## src/include/host_spi_pkg.sv

```systemverilog
/*
  Constants for the host serial slave port: word framing, sampling
  figures and the link timing that the port relies on.
  Assumes a system clock of 200 MHz that is much faster than the host clock.
*/
package host_spi_pkg;
  // framing
  localparam int WORD_BITS = 16;
  localparam int BYTE_BITS = 8;
  localparam logic [3:0] BIT_CNT_RESET = 4'h0;
  localparam logic [3:0] BIT_CNT_LAST = 4'hF;
  localparam logic [3:0] BIT_CNT_BYTE = 4'h8;
  localparam logic [15:0] WORD_RESET = 16'h0000;
  // synchroniser depth and bundle width (clock, select, data, strap)
  localparam int SYNC_STAGES = 2;
  localparam int SYNC_WIDTH = 4;
  // timing
  localparam int SYS_CLK_PERIOD_PS = 5000;
  localparam int HOST_CLK_MAX_KHZ = 25000;
  localparam int HOST_CLK_MIN_PERIOD_PS = 40000;
  localparam int HOST_CLK_MIN_PERIOD_CYC = HOST_CLK_MIN_PERIOD_PS / SYS_CLK_PERIOD_PS;
  localparam int I2C_CLK_MAX_KHZ = 400;
  localparam int CS_GAP_MIN_PS = 61000;
  localparam int CS_GAP_MIN_CYC = (CS_GAP_MIN_PS + SYS_CLK_PERIOD_PS - 1) / SYS_CLK_PERIOD_PS;
  // output level loaded by reset, held until the first reply word is loaded
  localparam logic SDO_IDLE = 1'b0;
  // port states
  typedef enum logic [1:0] {ST_IDLE, ST_ACTIVE, ST_OFF} port_state_type;
endpackage : host_spi_pkg

```

## src/pin_sync.sv

```systemverilog
/*
  Multi-bit two-stage synchroniser, one independent chain per bit.
  Assumes each bit is a level from outside the i_sys_clk domain and
  that reset is held for at least STAGES clocks so the chain is filled.
*/
`timescale 1ns/100ps
module pin_sync #(
  parameter int WIDTH = 1,
  parameter int STAGES = 2
) (
  input wire logic i_sys_clk,
  input wire logic [WIDTH-1:0] i_async,
  output logic [WIDTH-1:0] o_sync
);
  logic [WIDTH-1:0] chain [STAGES];

  // no reset: sampling goes on through reset, so a strap is seen and
  // no false pin edge shows at release; first stage feeds only the next
  always_ff @(posedge i_sys_clk) begin
    chain[0] <= i_async;
    for (int i = 1; i < STAGES; i++) begin
      chain[i] <= chain[i-1];
    end
  end

  assign o_sync = chain[STAGES-1];
endmodule : pin_sync

```

## src/host_spi_slave_port.sv

```systemverilog
/*
  Host serial slave port: the host drives clock, active-low select and
  data in; the port assembles 16-bit words and shifts reply words out.
  Assumes host pins are asynchronous and the system clock is at least
  eight times the host clock; command interpretation sits outside.
*/
// Notes on behaviour
// a strap selects serial-slave or two-wire form; two-wire form here parks the port
// host clock up to 25 MHz serial, 400 kHz two-wire; host keeps to it
// a stopped host clock, high or low, loses no bits or state
// while selected, every 16 clock cycles one 16-bit word goes to the interpreter
// first output bit driven from select fall or clock fall, whichever is later
// host keeps select high at least 61 ns between transactions
// words may follow back to back with select held low throughout
// a select-low period not of 8 or whole 16-bit words resets the port
// host keeps select low over a whole command or chain of commands
// select rising ends the command sequence and resets the port logic
// host may sample replies on either clock edge, delaying the first clock
// data output released whenever select is high
// input sampled on clock rise, output launched on clock fall
`timescale 1ns/100ps
module host_spi_slave_port (
  input wire logic i_sys_clk,
  input wire logic i_rst,
  input wire logic i_host_clk,
  input wire logic i_host_chip_select_n,
  input wire logic i_host_serial_in,
  input wire logic i_i2c_strap,
  input wire logic [15:0] i_tx_word,
  output logic o_host_serial_out,
  output logic o_host_serial_out_en,
  output logic [15:0] o_rx_word,
  output logic o_rx_valid,
  output logic o_rx_byte,
  output logic o_tx_taken,
  output logic o_frame_end,
  output logic o_frame_error,
  output logic o_i2c_selected
);
  logic [host_spi_pkg::SYNC_WIDTH-1:0] pins_sync;
  logic s_clk;
  logic s_cs_n;
  logic s_din;
  logic s_strap;
  logic clk_prev;
  logic cs_prev;
  host_spi_pkg::port_state_type state;
  logic [3:0] bit_cnt;
  logic word_seen;
  logic rise_seen;
  logic [15:0] rx_shift;
  logic [15:0] tx_shift;
  logic i2c_mode;

  // every host pin crosses two flops; 5 ns sampling resolves a 20 ns high phase
  pin_sync #(
    .WIDTH(host_spi_pkg::SYNC_WIDTH),
    .STAGES(host_spi_pkg::SYNC_STAGES)
  ) u_pin_sync (
    .i_sys_clk(i_sys_clk),
    .i_async({i_i2c_strap, i_host_serial_in, i_host_chip_select_n, i_host_clk}),
    .o_sync(pins_sync)
  );

  assign s_clk = pins_sync[0];
  assign s_cs_n = pins_sync[1];
  assign s_din = pins_sync[2];
  assign s_strap = pins_sync[3];

  // edge detection on synchronised copies only
  logic clk_rise;
  logic clk_fall;
  logic cs_fall;
  logic cs_rise;
  logic active;
  logic word_done;
  logic frame_ok;
  logic shift_out;
  logic load_next;
  assign clk_rise = s_clk && !clk_prev;
  assign clk_fall = !s_clk && clk_prev;
  assign cs_fall = !s_cs_n && cs_prev;
  assign cs_rise = s_cs_n && !cs_prev;
  assign active = (state == host_spi_pkg::ST_ACTIVE) && !s_cs_n;
  assign word_done = active && clk_rise && (bit_cnt == host_spi_pkg::BIT_CNT_LAST);
  // good frame: whole words, or one lone byte
  assign frame_ok = ((bit_cnt == host_spi_pkg::BIT_CNT_RESET) && word_seen) ||
                    ((bit_cnt == host_spi_pkg::BIT_CNT_BYTE) && !word_seen);
  // a fall only shifts after a rise, so a fall before the first rise just re-drives bit 15
  assign shift_out = active && clk_fall && rise_seen;
  assign load_next = shift_out && (bit_cnt == host_spi_pkg::BIT_CNT_RESET);

  // edge history
  always_ff @(posedge i_sys_clk) begin
    if (i_rst) begin
      clk_prev <= 1'b0;
      cs_prev <= 1'b1;
    end else begin
      clk_prev <= s_clk;
      cs_prev <= s_cs_n;
    end
  end

  // strap caught while reset is held, kept afterwards
  always_ff @(posedge i_sys_clk) begin
    if (i_rst) begin
      i2c_mode <= s_strap;
    end
  end

  // port state; select high returns ST_ACTIVE to idle, while two-wire form holds ST_OFF
  always_ff @(posedge i_sys_clk) begin
    if (i_rst) begin
      state <= host_spi_pkg::ST_IDLE;
    end else if (i2c_mode) begin
      state <= host_spi_pkg::ST_OFF;
    end else begin
      case (state)
        host_spi_pkg::ST_IDLE: begin
          if (cs_fall) begin
            state <= host_spi_pkg::ST_ACTIVE;
          end
        end
        host_spi_pkg::ST_ACTIVE: begin
          if (s_cs_n) begin
            state <= host_spi_pkg::ST_IDLE;
          end
        end
        default: begin
          state <= host_spi_pkg::ST_IDLE;
        end
      endcase
    end
  end

  // receive side: count and shift on rise; nothing moves without an edge
  always_ff @(posedge i_sys_clk) begin
    if (i_rst || !active) begin
      bit_cnt <= host_spi_pkg::BIT_CNT_RESET;
      rx_shift <= host_spi_pkg::WORD_RESET;
      rise_seen <= 1'b0;
    end else if (clk_rise) begin
      bit_cnt <= bit_cnt + 4'h1;
      rx_shift <= {rx_shift[14:0], s_din};
      rise_seen <= 1'b1;
    end else if (clk_fall) begin
      rise_seen <= 1'b0;
    end
  end

  // word seen flag survives to the select rise that judges the frame
  always_ff @(posedge i_sys_clk) begin
    if (i_rst || cs_fall) begin
      word_seen <= 1'b0;
    end else if (word_done) begin
      word_seen <= 1'b1;
    end
  end

  // hand words to the interpreter; a lone byte is handed on the select rise
  always_ff @(posedge i_sys_clk) begin
    if (i_rst) begin
      o_rx_word <= host_spi_pkg::WORD_RESET;
      o_rx_valid <= 1'b0;
      o_rx_byte <= 1'b0;
      o_frame_end <= 1'b0;
      o_frame_error <= 1'b0;
    end else begin
      o_rx_valid <= 1'b0;
      o_rx_byte <= 1'b0;
      o_frame_end <= 1'b0;
      o_frame_error <= 1'b0;
      if (word_done) begin
        o_rx_word <= {rx_shift[14:0], s_din};
        o_rx_valid <= 1'b1;
      end else if (cs_rise && state == host_spi_pkg::ST_ACTIVE) begin
        o_frame_end <= frame_ok;
        o_frame_error <= !frame_ok;
        if (frame_ok && !word_seen) begin
          o_rx_word <= {8'h00, rx_shift[7:0]};
          o_rx_valid <= 1'b1;
          o_rx_byte <= 1'b1;
        end
      end
    end
  end

  // transmit side: load on select fall and after each full word, shift on fall
  always_ff @(posedge i_sys_clk) begin
    if (i_rst) begin
      tx_shift <= host_spi_pkg::WORD_RESET;
      o_host_serial_out <= host_spi_pkg::SDO_IDLE;
      o_tx_taken <= 1'b0;
    end else begin
      o_tx_taken <= 1'b0;
      if ((cs_fall && !i2c_mode) || load_next) begin
        tx_shift <= i_tx_word;
        o_host_serial_out <= i_tx_word[15];
        o_tx_taken <= 1'b1;
      end else if (shift_out) begin
        tx_shift <= {tx_shift[14:0], 1'b0};
        o_host_serial_out <= tx_shift[14];
      end
    end
  end

  // output enable follows select; released in the cycle after select rises
  always_ff @(posedge i_sys_clk) begin
    if (i_rst || s_cs_n || i2c_mode) begin
      o_host_serial_out_en <= 1'b0;
    end else begin
      o_host_serial_out_en <= 1'b1;
    end
  end

  // mode flag for the outside world
  always_ff @(posedge i_sys_clk) begin
    if (i_rst) begin
      o_i2c_selected <= 1'b0;
    end else begin
      o_i2c_selected <= i2c_mode;
    end
  end

  // checks
  property p_off_mode_silent;
    @(posedge i_sys_clk) disable iff (i_rst) i2c_mode |=> !o_host_serial_out_en && !o_rx_valid;
  endproperty
  a_off_mode_silent: assert property (p_off_mode_silent) else $error("port active in two-wire form");

  property p_word_out;
    @(posedge i_sys_clk) disable iff (i_rst)
      word_done |=> o_rx_valid && !o_rx_byte && o_rx_word[0] == $past(s_din);
  endproperty
  a_word_out: assert property (p_word_out) else $error("word not handed after 16 rises");

  property p_sel_rise_reset;
    @(posedge i_sys_clk) disable iff (i_rst)
      cs_rise |=> bit_cnt == host_spi_pkg::BIT_CNT_RESET && state != host_spi_pkg::ST_ACTIVE;
  endproperty
  a_sel_rise_reset: assert property (p_sel_rise_reset) else $error("select rise did not reset port");

  property p_release;
    @(posedge i_sys_clk) disable iff (i_rst) s_cs_n |=> !o_host_serial_out_en;
  endproperty
  a_release: assert property (p_release) else $error("output driven with select high");

  property p_bad_frame;
    @(posedge i_sys_clk) disable iff (i_rst)
      cs_rise && state == host_spi_pkg::ST_ACTIVE && !frame_ok |=> o_frame_error && !o_frame_end ##1 !o_frame_error;
  endproperty
  a_bad_frame: assert property (p_bad_frame) else $error("bad frame length not flagged");

  property p_first_bit;
    @(posedge i_sys_clk) disable iff (i_rst)
      cs_fall && !i2c_mode |=> o_host_serial_out == $past(i_tx_word[15]) ##1 o_host_serial_out_en;
  endproperty
  a_first_bit: assert property (p_first_bit) else $error("first bit not driven at select fall");

  property p_sample_rise;
    @(posedge i_sys_clk) disable iff (i_rst)
      active && clk_rise && !word_done |=> rx_shift[0] == $past(s_din) && bit_cnt == $past(bit_cnt) + 4'h1;
  endproperty
  a_sample_rise: assert property (p_sample_rise) else $error("input not sampled on clock rise");

  property p_launch_fall;
    @(posedge i_sys_clk) disable iff (i_rst)
      shift_out && !load_next |=> o_host_serial_out == $past(tx_shift[14]);
  endproperty
  a_launch_fall: assert property (p_launch_fall) else $error("output not launched on clock fall");

  property p_static_hold;
    @(posedge i_sys_clk) disable iff (i_rst)
      active && !clk_rise && !clk_fall ##1 !s_cs_n |-> $stable(bit_cnt) && $stable(rx_shift);
  endproperty
  a_static_hold: assert property (p_static_hold) else $error("state lost with clock static");

  cover property (@(posedge i_sys_clk) disable iff (i_rst) o_rx_valid && !o_rx_byte ##[1:300] o_rx_valid);
  cover property (@(posedge i_sys_clk) disable iff (i_rst) o_rx_byte);
  cover property (@(posedge i_sys_clk) disable iff (i_rst) o_frame_error);
  cover property (@(posedge i_sys_clk) disable iff (i_rst) load_next);
endmodule : host_spi_slave_port

```

## config.mk

```make
export PLATFORM = sky130hd
export DESIGN_NAME = host_spi_slave_port
export DESIGN_NICKNAME = d
export VERILOG_FILES = /design/src/include/host_spi_pkg.sv /design/src/pin_sync.sv /design/src/host_spi_slave_port.sv
export SDC_FILE = /design/constraint.sdc
export NUM_CORES = 1
export LEC_CHECK = 0
export BUFFER_PORTS_ARGS = -buffer_cell sky130_fd_sc_hd__buf_4
export CORE_MARGIN = 5
export CORE_UTILIZATION = 25
export DETAILED_ROUTE_END_ITERATION = 10
export GPL_ROUTABILITY_DRIVEN = 1
export MAX_ROUTING_LAYER = met4
export RECOVER_POWER = 50
export SLEW_MARGIN = 20
export SYNTH_ARGS = -nofsm -noshare
export SYNTH_HDL_FRONTEND = slang
export SYNTH_SLANG_ARGS = --single-unit
```

## constraint.sdc

```tcl
create_clock -name i_sys_clk -period 4.38 [get_ports i_sys_clk]
set_input_delay 1.314 -clock i_sys_clk [delete_from_list [all_inputs] [get_ports i_sys_clk]]
set_output_delay 1.314 -clock i_sys_clk [all_outputs]
set_load 0.03 [all_outputs]
```

# Word level (Yosys, flattened, before mapping)
# Memories as Yosys holds them, arrays and structs flattened.
# Index checks and enable logic that the tools add are counted.
# word_totals
regBits,65
ram_bits,8
output_inout_bits,24
n_memories,1
# mem_list
memory,words,width,rd,rd_ports_with_merged_regs,wr,line_no,source
u_pin_sync.chain,2,4,2,0,2,pin_sync.sv:15,logic [WIDTH-1:0] chain [STAGES];
# op_classes
reduce_logical,41
n_bitwise,1
mux,18
add_sub_neg,1
n_eq_ne,7
# op_table
operator,count
2-to-1 mux 16 bit,3
2-to-1 mux 15 bit,2
logical AND 1 bit,15
2-to-1 mux 1 bit,9
equality test 4 bit (second input constant),2
zero test 1 bit,8
nonzero test 2 bit,4
logical OR 1 bit,6
2-to-1 mux 2 bit,3
inequality test 3 bit (second input constant),2
AND reduction 2 bit,3
adder 4 x 1 -> 4 bit (second input constant),1
zero test 4 bit,1
inequality test 2 bit (second input constant),2
case mux 2 bit (2 select lines),1
OR reduction 2 bit,2
OR reduction 3 bit,1
equality test 2 x 1 -> 1 bit (second input constant),1
zero test 2 bit,1
NOT 1 bit,1

# Longest topological paths before layout
# Gate-level depths: netlist of run 1.
# An unclocked memory read counts as a cell.
# logic_depth
depth_word,8
mapped_depth,8
depth_no_buf,6

# By module
# Synthesis of run 1 repeated with hierarchy kept, for this count alone.
# unflattened
hier_cells,292
area_unflattened_um2,2832.7
# modules_own_cells
mod,instances,area_each_um2,cells_per_inst
host_spi_slave_port,1,2642.5,280
pin_sync,1,190.2,12

# Worst setup path before layout of run 1
# No wires, ideal clock.
# synth_path
kind,input-to-reg
start,input i_rst
end,register rise_seen
path_buffers,1
slack_ns,2.124
cell_stages,4
arrival_time_ns,2.190
path_cell_list,or2_2 or2_2 clkbuf_1 nor2_1
# synth_via
elab_chain_len,1
# synth_lines
item,line_no,source
"start, declared",host_spi_slave_port.sv:24,"input wire logic i_rst,"
logical OR 1 bit,host_spi_slave_port.sv:138,if (i_rst || !active) begin
"end signal, assigned",host_spi_slave_port.sv:141,rise_seen <= 1'b0;
"end signal, assigned",host_spi_slave_port.sv:145,rise_seen <= 1'b1;
"end signal, assigned",host_spi_slave_port.sv:147,rise_seen <= 1'b0;
"end, declared",host_spi_slave_port.sv:50,logic rise_seen;
# No other way between the ends.
# A chain may end at the register's enable or synchronous reset.

# Worst setup path after layout of run 1
# layout_path
start,register clk_prev
end,register o_rx_word[15]
# layout_via
elab_chain_len,6
elab_cells_between_ends,8
cone_classes,mux: 1; reduce/logical: 7
# layout_lines
item,line_no,source
"start, declared",host_spi_slave_port.sv:45,logic clk_prev;
"start signal, assigned",host_spi_slave_port.sv:99,clk_prev <= s_clk;
zero test 1 bit *,host_spi_slave_port.sv:80,assign clk_rise = s_clk && !clk_prev;
logical AND 1 bit *,host_spi_slave_port.sv:80,
net clk_rise,host_spi_slave_port.sv:71,logic clk_rise;
logical AND 1 bit * (2 in a row),host_spi_slave_port.sv:85,assign word_done = active && clk_rise && (bit_cnt == host_spi_pkg::BIT_CNT_LAST);
nonzero test 2 bit (no source line),-,
AND reduction 2 bit (no source line),-,
"end signal, assigned",host_spi_slave_port.sv:163,o_rx_word <= host_spi_pkg::WORD_RESET;
"end signal, assigned",host_spi_slave_port.sv:174,"o_rx_word <= {rx_shift[14:0], s_din};"
"end signal, assigned",host_spi_slave_port.sv:180,"o_rx_word <= {8'h00, rx_shift[7:0]};"
"end, declared",host_spi_slave_port.sv:32,"output logic [15:0] o_rx_word,"
# Mark *: on every way through the listed nets, which the timed path passes. The rest lies on a longest branch.

==> results of run 1 <==
## final cells by class
type	count	share of cell area
Multi-Input combinational cell	191	0.353
Inverter	6	0.00670
Clock inverter	7	0.0227
Clock buffer	9	0.0369
Tap cell	140	0.0521
Sequential cell	73	0.438
Timing Repair Buffer	47	0.0905
## layout by cell type, fill, tap and decap left out
cell | netlist | final
or4_1 | 1 | 1
clkbuf_8 | 0 | 9
nor2_1 | 50 | 51
nor2b_1 | 3 | 3
dfxtp_1 | 72 | 72
or2_2 | 2 | 2
bufinv_16 | 0 | 1
buf_4 | 2 | 30
clkbuf_1 | 6 | 13
nand2b_1 | 3 | 3
edfxtp_1 | 1 | 1
a311oi_1 | 15 | 15
ha_1 | 4 | 4
nand3_1 | 9 | 9
and4bb_2 | 2 | 2
inv_6 | 0 | 2
clkbuf_4 | 0 | 4
nand2_2 | 2 | 2
inv_1 | 6 | 6
a21oi_1 | 11 | 10
clkinvlp_4 | 0 | 2
xnor2_1 | 3 | 3
mux2i_1 | 25 | 25
nand4b_1 | 1 | 1
clkinv_4 | 0 | 1
nand2_1 | 40 | 40
a21oi_2 | 0 | 1
nand4_1 | 1 | 1
clkinv_2 | 0 | 1
nor4_1 | 1 | 2
nor3b_1 | 3 | 3
a211oi_2 | 8 | 8
nand2b_4 | 1 | 1
nor3_1 | 2 | 2
xor2_1 | 1 | 1
or2_0 | 0 | 1
## power groups by stage
stage          logic [µW]  clock network (µW)  registers [µW]
2_1_floorplan        40.8                   0             708
3_3_place_gp         66.5                   0             706
3_5_place_dp         68.1                   0             707
4_1_cts              68.2                 548             691
5_1_grt              73.4                 580             694
6_report             65.6                 527             691
## kinds of logic (layout without fill, tap and decap cells)
logic type	count (synthesis)	after routing	synth area share
AOI/OAI and AO/OA	34	34	0.102
xor gates and xnor gates	4	4	0.0125
adders and majority gates	4	4	0.0179
buffers and inverters	24	69	0.0478
DFF	73	73	0.526
muxes	25	25	0.0894
and+or+nand+nor	124	124	0.204
## through the flow
step | instance area, µm² | setup slack, ps | power (µW) | util
floorplan | 2800 | 2120 | 749 | -
global placement | 3220 | 1780 | 773 | 0.296
global route | 3360 | 1570 | 1350 | 0.309
finish | 3360 | 1920 | 1280 | 0.309
detailed placement | 3220 | 1720 | 775 | 0.296
CTS | 3420 | 2040 | 1310 | 0.314
## path summary, 6_finish.rpt
kind	from	endpoint	slack, ps
setup / recovery	clk_prev	o_rx_word[15]	1920
hold / removal	u_pin_sync.chain[0][3]	u_pin_sync.chain[0][7]	330
setup reg to reg	clk_prev	o_rx_word[15]	1920
hold reg to reg	u_pin_sync.chain[0][3]	u_pin_sync.chain[0][7]	330
## sequential cells by signal, indices dropped and copies added (netlist names), 2 cells and up
signal and cells:
u_pin_sync.chain 8, state 2, rx_shift 15, o_rx_word 16, bit_cnt 4, tx_shift 15
## metal layers
metal,vias to the layer above,share of wire,global-route usage
li1,1059,-,-
met1,926,0.47,0.106
met2,46,0.46,0.143
met3,6,0.064,0.0418
met4,0,0.0093,0.0232
met5,-,0,-
## synth_stat cells, types with 2 or more instances
library cell	count
and4bb_2	2
nor2_1	50
clkbuf_1	6
buf_2	3
xnor2_1	3
nor3b_1	3
nand2_1	40
ha_1	4
a311oi_1	15
dfxtp_1	72
nand3_1	9
a21oi_1	11
inv_1	6
buf_4	2
nor2b_1	3
or2_2	2
buf_6	2
a211oi_2	8
mux2i_1	25
nand2_2	2
nand2b_1	3
buf_1	3
nor3_1	2
==> impl_metrics.py, run 1 <==
metrics = {
    "setup_path": {
        "path_buf_inv": 2,
        "worstPathMaxFanout": 20,
        "critPathArrivalTime_ps": 2730,
        "ff2ff_path_depth": 7,
        "cp.depth": 7,
        "cpPeakStageDelay_ps": 1060,
        "critPathRequiredTime_ps": 4660,
        "worstSetupStartpointType": "flip-flop",
        "crit_chain": "inv_1, ha_1, buf_4, nand2_1, nor4_1, nand2_1, a21oi_1",
        "critical_path.top_delay_family": "simple AND/OR/NAND/NOR gates",
        "critPathKind": "reg2reg",
        "cpMaxStageDelayCell": "nor4_1",
        "setup.worst_path.end_class": "flip-flop",
        "path_common_cell": "nand2_1",
    },
    "die": {
        "die_area_um2": 13400,
        "die_height_um": 116,
        "row_count": 38,
        "coreArea_um2": 10900,
        "start_util": 0.257,
        "pin_count": 46,
        "die_x_um": 116,
    },
    "power": {
        "p_sw_uw": 303,
        "ir_drop_v": 0.000190,
        "switching_share": 0.236,
        "pwr-share-seq": 0.538,
        "p_leak_uw": 0.00131,
        "powerDensity_nw_per_um2": 382,
        "internal_power_uw": 980,
        "p_clk_frac": 0.410,
        "combPwrFrac": 0.051,
    },
    "detailed_routing": {
        "avgViaCountPerCell": 4.31,
        "num_vias": 2037,
        "drc": 0,
        "routed_wl_mm": 5.51,
        "firstDrtPassIters": 4,
        "drt_iter0_markers": 76,
        "antenna_left": 0,
        "wl_per_cell_um": 11.6,
    },
    "cts": {
        "cts_buffers": 9,
        "cts.path.max_buffers": 2,
        "cts.reportedPaths.clkPinSlew_ps": 80,
        "htree_levels": 3,
        "postCtsSetupBuffers": 0,
        "cts_num_sinks": 73,
        "clk_latency_ps": 340,
        "cts_root_buffer": "clkbuf_8",
        "cts-resized-gates": 0,
        "holdBufCountCts": 0,
        "cts_tree": "built",
    },
    "synth": {
        "synth.avg_cell_area_um2": 9.71,
        "yosys.area.top_type": "dfxtp_1",
        "synth.ff_latch_count": 73,
        "synthFlopType": "dfxtp_1",
        "synth_top_area_share": 0.515,
        "async_flop_share": 0,
        "synth_nets": 314,
        "yosysWarnings": 0,
        "syn_area_um2": 2800,
        "ys_top_cells_by_area": "dfxtp_1 (52%), mux2i_1 (8.9%), nor2_1 (6.7%), nand2_1 (5.4%), a311oi_1 (4.7%)",
        "ys_types": 35,
        "postSynthCellCount": 288,
        "synth-edff-count": 1,
        "ys_seq_area_frac": 0.526,
    },
    "timing": {
        "period_minus_slack_ps": 2460,
        "post-route-period-util": 0.561,
        "worst-slew-pin-transition_ps": 1380,
        "fin_hold_ws_ps": 325,
        "slew_violations": 0,
        "relSlewSlack": 0.0734,
        "finalSetupViolations": 0,
        "rsz0062_at_grt": "false",
        "tns_ps": 0,
        "hold_viol_final": 0,
        "fmax_ghz": 0.407,
        "finClkSkew_ps": 9.59,
    },
    "placement": {
        "place_inst": 457,
        "io_buffers": 45,
        "dp_hpwl_mm": 3.72,
        "place_congestion": 0.759,
    },
    "hold_path": {
        "worstHoldPathType": "reg2reg",
        "holdPathStages": 0,
    },
    "finish": {
        "seq_area_um2": 1470,
        "area_growth_pct": 20.1,
        "fillCellCount": 1147,
        "post_route_cells_drive_above_1_share": 0.198,
        "stdcell_count": 473,
        "final_nets": 354,
        "multi_input_area_um2": 1190,
        "antennaDiodeCount": 0,
    },
    "global_route": {
        "grt_pass1_wl_mm": 9.38,
        "grt_max_degree": 42,
        "grt_pass1_vias": 2025,
        "antenna_found_initial": 0,
        "overflow": 0,
        "grt_usage": 0.0909,
    },
    "run": {
        "drv_cap": 0,
    },
    "outcome": {
        "status": "finished, final reports clean",
    },
}
(Power assumes the default switching activity.)
==> run 2, diff against run 1 <==
clock period = 2 ns   (was 4.38 ns; I/O delays follow)
==> run 2 against run 1 <==
Sequential share of layout area shrank 0.23 points; critical endpoint is now tx_shift[1]; hold slack better by 6.1 ps; non-clock buffer count increased by 6; highest routed layer unchanged.
==> impl_metrics.py, run 2 (synthesized netlist as in run 1, its figures left out) <==
metrics = {
    "global_route": {
        "grtUsageMet1": 0.111,
        "grt_pass1_wl_mm": 9.40,
        "grt_pass1_vias": 2009,
        "gr-usage-met3": 0.0272,
        "overflow": 0,
        "antenna_found_initial": 0,
        "grt_max_degree": 41,
        "busiest_layer": "met2",
        "grt_usage": 0.0920,
        "grtUsageMet2": 0.143,
    },
    "setup_path": {
        "crit_chain": "inv_1, ha_1, nor3b_1, or2_1, buf_4, nand2_1, a311oi_1",
        "critical_path.top_delay_family": "simple AND/OR/NAND/NOR gates",
        "ff2ff_setup_slack_ps": 190,
        "worstSetupStartpointType": "flip-flop",
        "cpPeakStageDelay_ps": 410,
        "critPathArrivalTime_ps": 2050,
        "critPathKind": "reg2reg",
        "worstPathMaxFanout": 16,
        "critPathRequiredTime_ps": 2240,
        "path_buf_inv": 2,
        "setup.worst_path.end_class": "flip-flop",
        "cpMaxStageDelayCell": "nor3b_1",
    },
    "placement": {
        "io_buffers": 45,
        "dpl-instance-area_um2": 3260,
        "place_congestion": 0.726,
        "dp_hpwl_mm": 3.78,
    },
    "cts": {
        "holdBufCountCts": 0,
        "cts_tree": "built",
        "cts.reportedPaths.clkPinSlew_ps": 80,
        "cts-resized-gates": 0,
        "clk_latency_ps": 350,
        "cts_buffers": 9,
        "cts_root_buffer": "clkbuf_8",
        "cts_num_sinks": 73,
        "htree_levels": 3,
        "postCtsSetupBuffers": 0,
        "cts.path.max_buffers": 2,
    },
    "finish": {
        "final_cell_mix": "dfxtp_1 (72), nor2_1 (50), nand2_1 (40), buf_4 (29), mux2i_1 (25)",
        "fillCellCount": 1159,
        "finish.instance_area_um2": 3380,
        "reg_top3": "o_rx_word (16), rx_shift (15), tx_shift (15)",
        "largest_reg_flops": 16,
        "area_growth_pct": 20.8,
        "largest-register": "o_rx_word",
        "antennaDiodeCount": 0,
        "final_common_cell": "dfxtp_1",
        "final_nets": 360,
        "post_route_cells_drive_above_1_share": 0.201,
    },
    "detailed_routing": {
        "routed_wl_mm": 5.67,
        "firstDrtPassIters": 4,
        "antenna_left": 0,
        "num_vias": 2105,
        "wl_per_cell_um": 11.8,
        "drt_iter0_markers": 86,
        "avgViaCountPerCell": 4.39,
        "drc": 0,
    },
    "timing": {
        "relSlewSlack": 0.364,
        "finalSetupViolations": 0,
        "worst-slew-pin-transition_ps": 953,
        "rsz0062_at_grt": "false",
        "slew_violations": 0,
        "fmax_ghz": 0.553,
        "tns_ps": 0,
        "finClkSkew_ps": 7.09,
        "period_minus_slack_ps": 1810,
        "hold_viol_final": 0,
        "post-route-period-util": 0.905,
    },
    "die": {
        "pin_count": 46,
        "coreArea_um2": 10900,
        "start_util": 0.257,
        "row_count": 38,
        "die_height_um": 116,
        "die_area_um2": 13400,
        "die_x_um": 116,
    },
    "outcome": {
        "status": "finished, final reports clean",
    },
    "power": {
        "ir_drop_v": 0.000298,
        "p_leak_uw": 0.00131,
        "powerDensity_nw_per_um2": 813,
    },
    "run": {
        "drv_cap": 0,
    },
    "hold_path": {
        "worstHoldPathType": "reg2reg",
    },
}
## run 2: cell count changes in the layout (fill, tap and decap cells not counted), sizes merged
cell and change:
clkinv -2, clkbuf +7, inv +3, bufinv -1
buf -1
## run 2: where the power goes
part	switching [µW]	internal [µW]	leakage (µW)	total, µW
Sequential	20.5	1490	0.000597	1510
Clock	613	476	0.0000892	1090
Combinational	76.2	69.5	0.000622	146
## run 2: layout make-up
cell class | instances | area (µm²) | share of cell area
Sequential cell | 73 | 1470 | 0.436
Multi-Input combinational cell | 191 | 1200 | 0.354
Timing Repair Buffer | 53 | 328 | 0.0970
Tap cell | 140 | 175 | 0.0519
Clock buffer | 9 | 124 | 0.0367
Clock inverter | 7 | 61.3 | 0.0181
Inverter | 6 | 22.5 | 0.00667
## run 2: metrics by stage
| step | cells | util | hold WS (ps) | power [µW] | worst slack, ps |
|---|---|---|---|---|---|
| floorplan | 288 | - | 310 | 1640 | 325 |
| global placement | 463 | 0.300 | 312 | 1700 | 293 |
| detailed placement | 463 | 0.300 | 314 | 1700 | 231 |
| CTS | 479 | 0.317 | 330 | 2800 | 205 |
| global route | 479 | 0.310 | 344 | 2880 | 45.0 |
| finish | 479 | 0.310 | 331 | 2750 | 190 |
## run 2: worst paths after layout
path	end	start	cells past startpoint
min reg2reg	u_pin_sync.chain[0][5]	u_pin_sync.chain[0][1]	0
min	u_pin_sync.chain[0][5]	u_pin_sync.chain[0][1]	0
max	tx_shift[1]	bit_cnt[0]	7
max reg2reg	tx_shift[1]	bit_cnt[0]	7
## run 2: per-layer routing
| layer | up-vias | part of all wire |
|---|---|---|
| met5 | - | 0 |
| met4 | 0 | 0.019 |
| met1 | 980 | 0.46 |
| met3 | 11 | 0.053 |
| met2 | 43 | 0.47 |
| li1 | 1071 | - |
## run 2: worst register-to-register path, cell delays in order (launching register included)
cell,delay [ps]
dfxtp_1,360
inv_1,70
ha_1,170
nor3b_1,410
or2_1,170
buf_4,200
nand2_1,70
a311oi_1,260
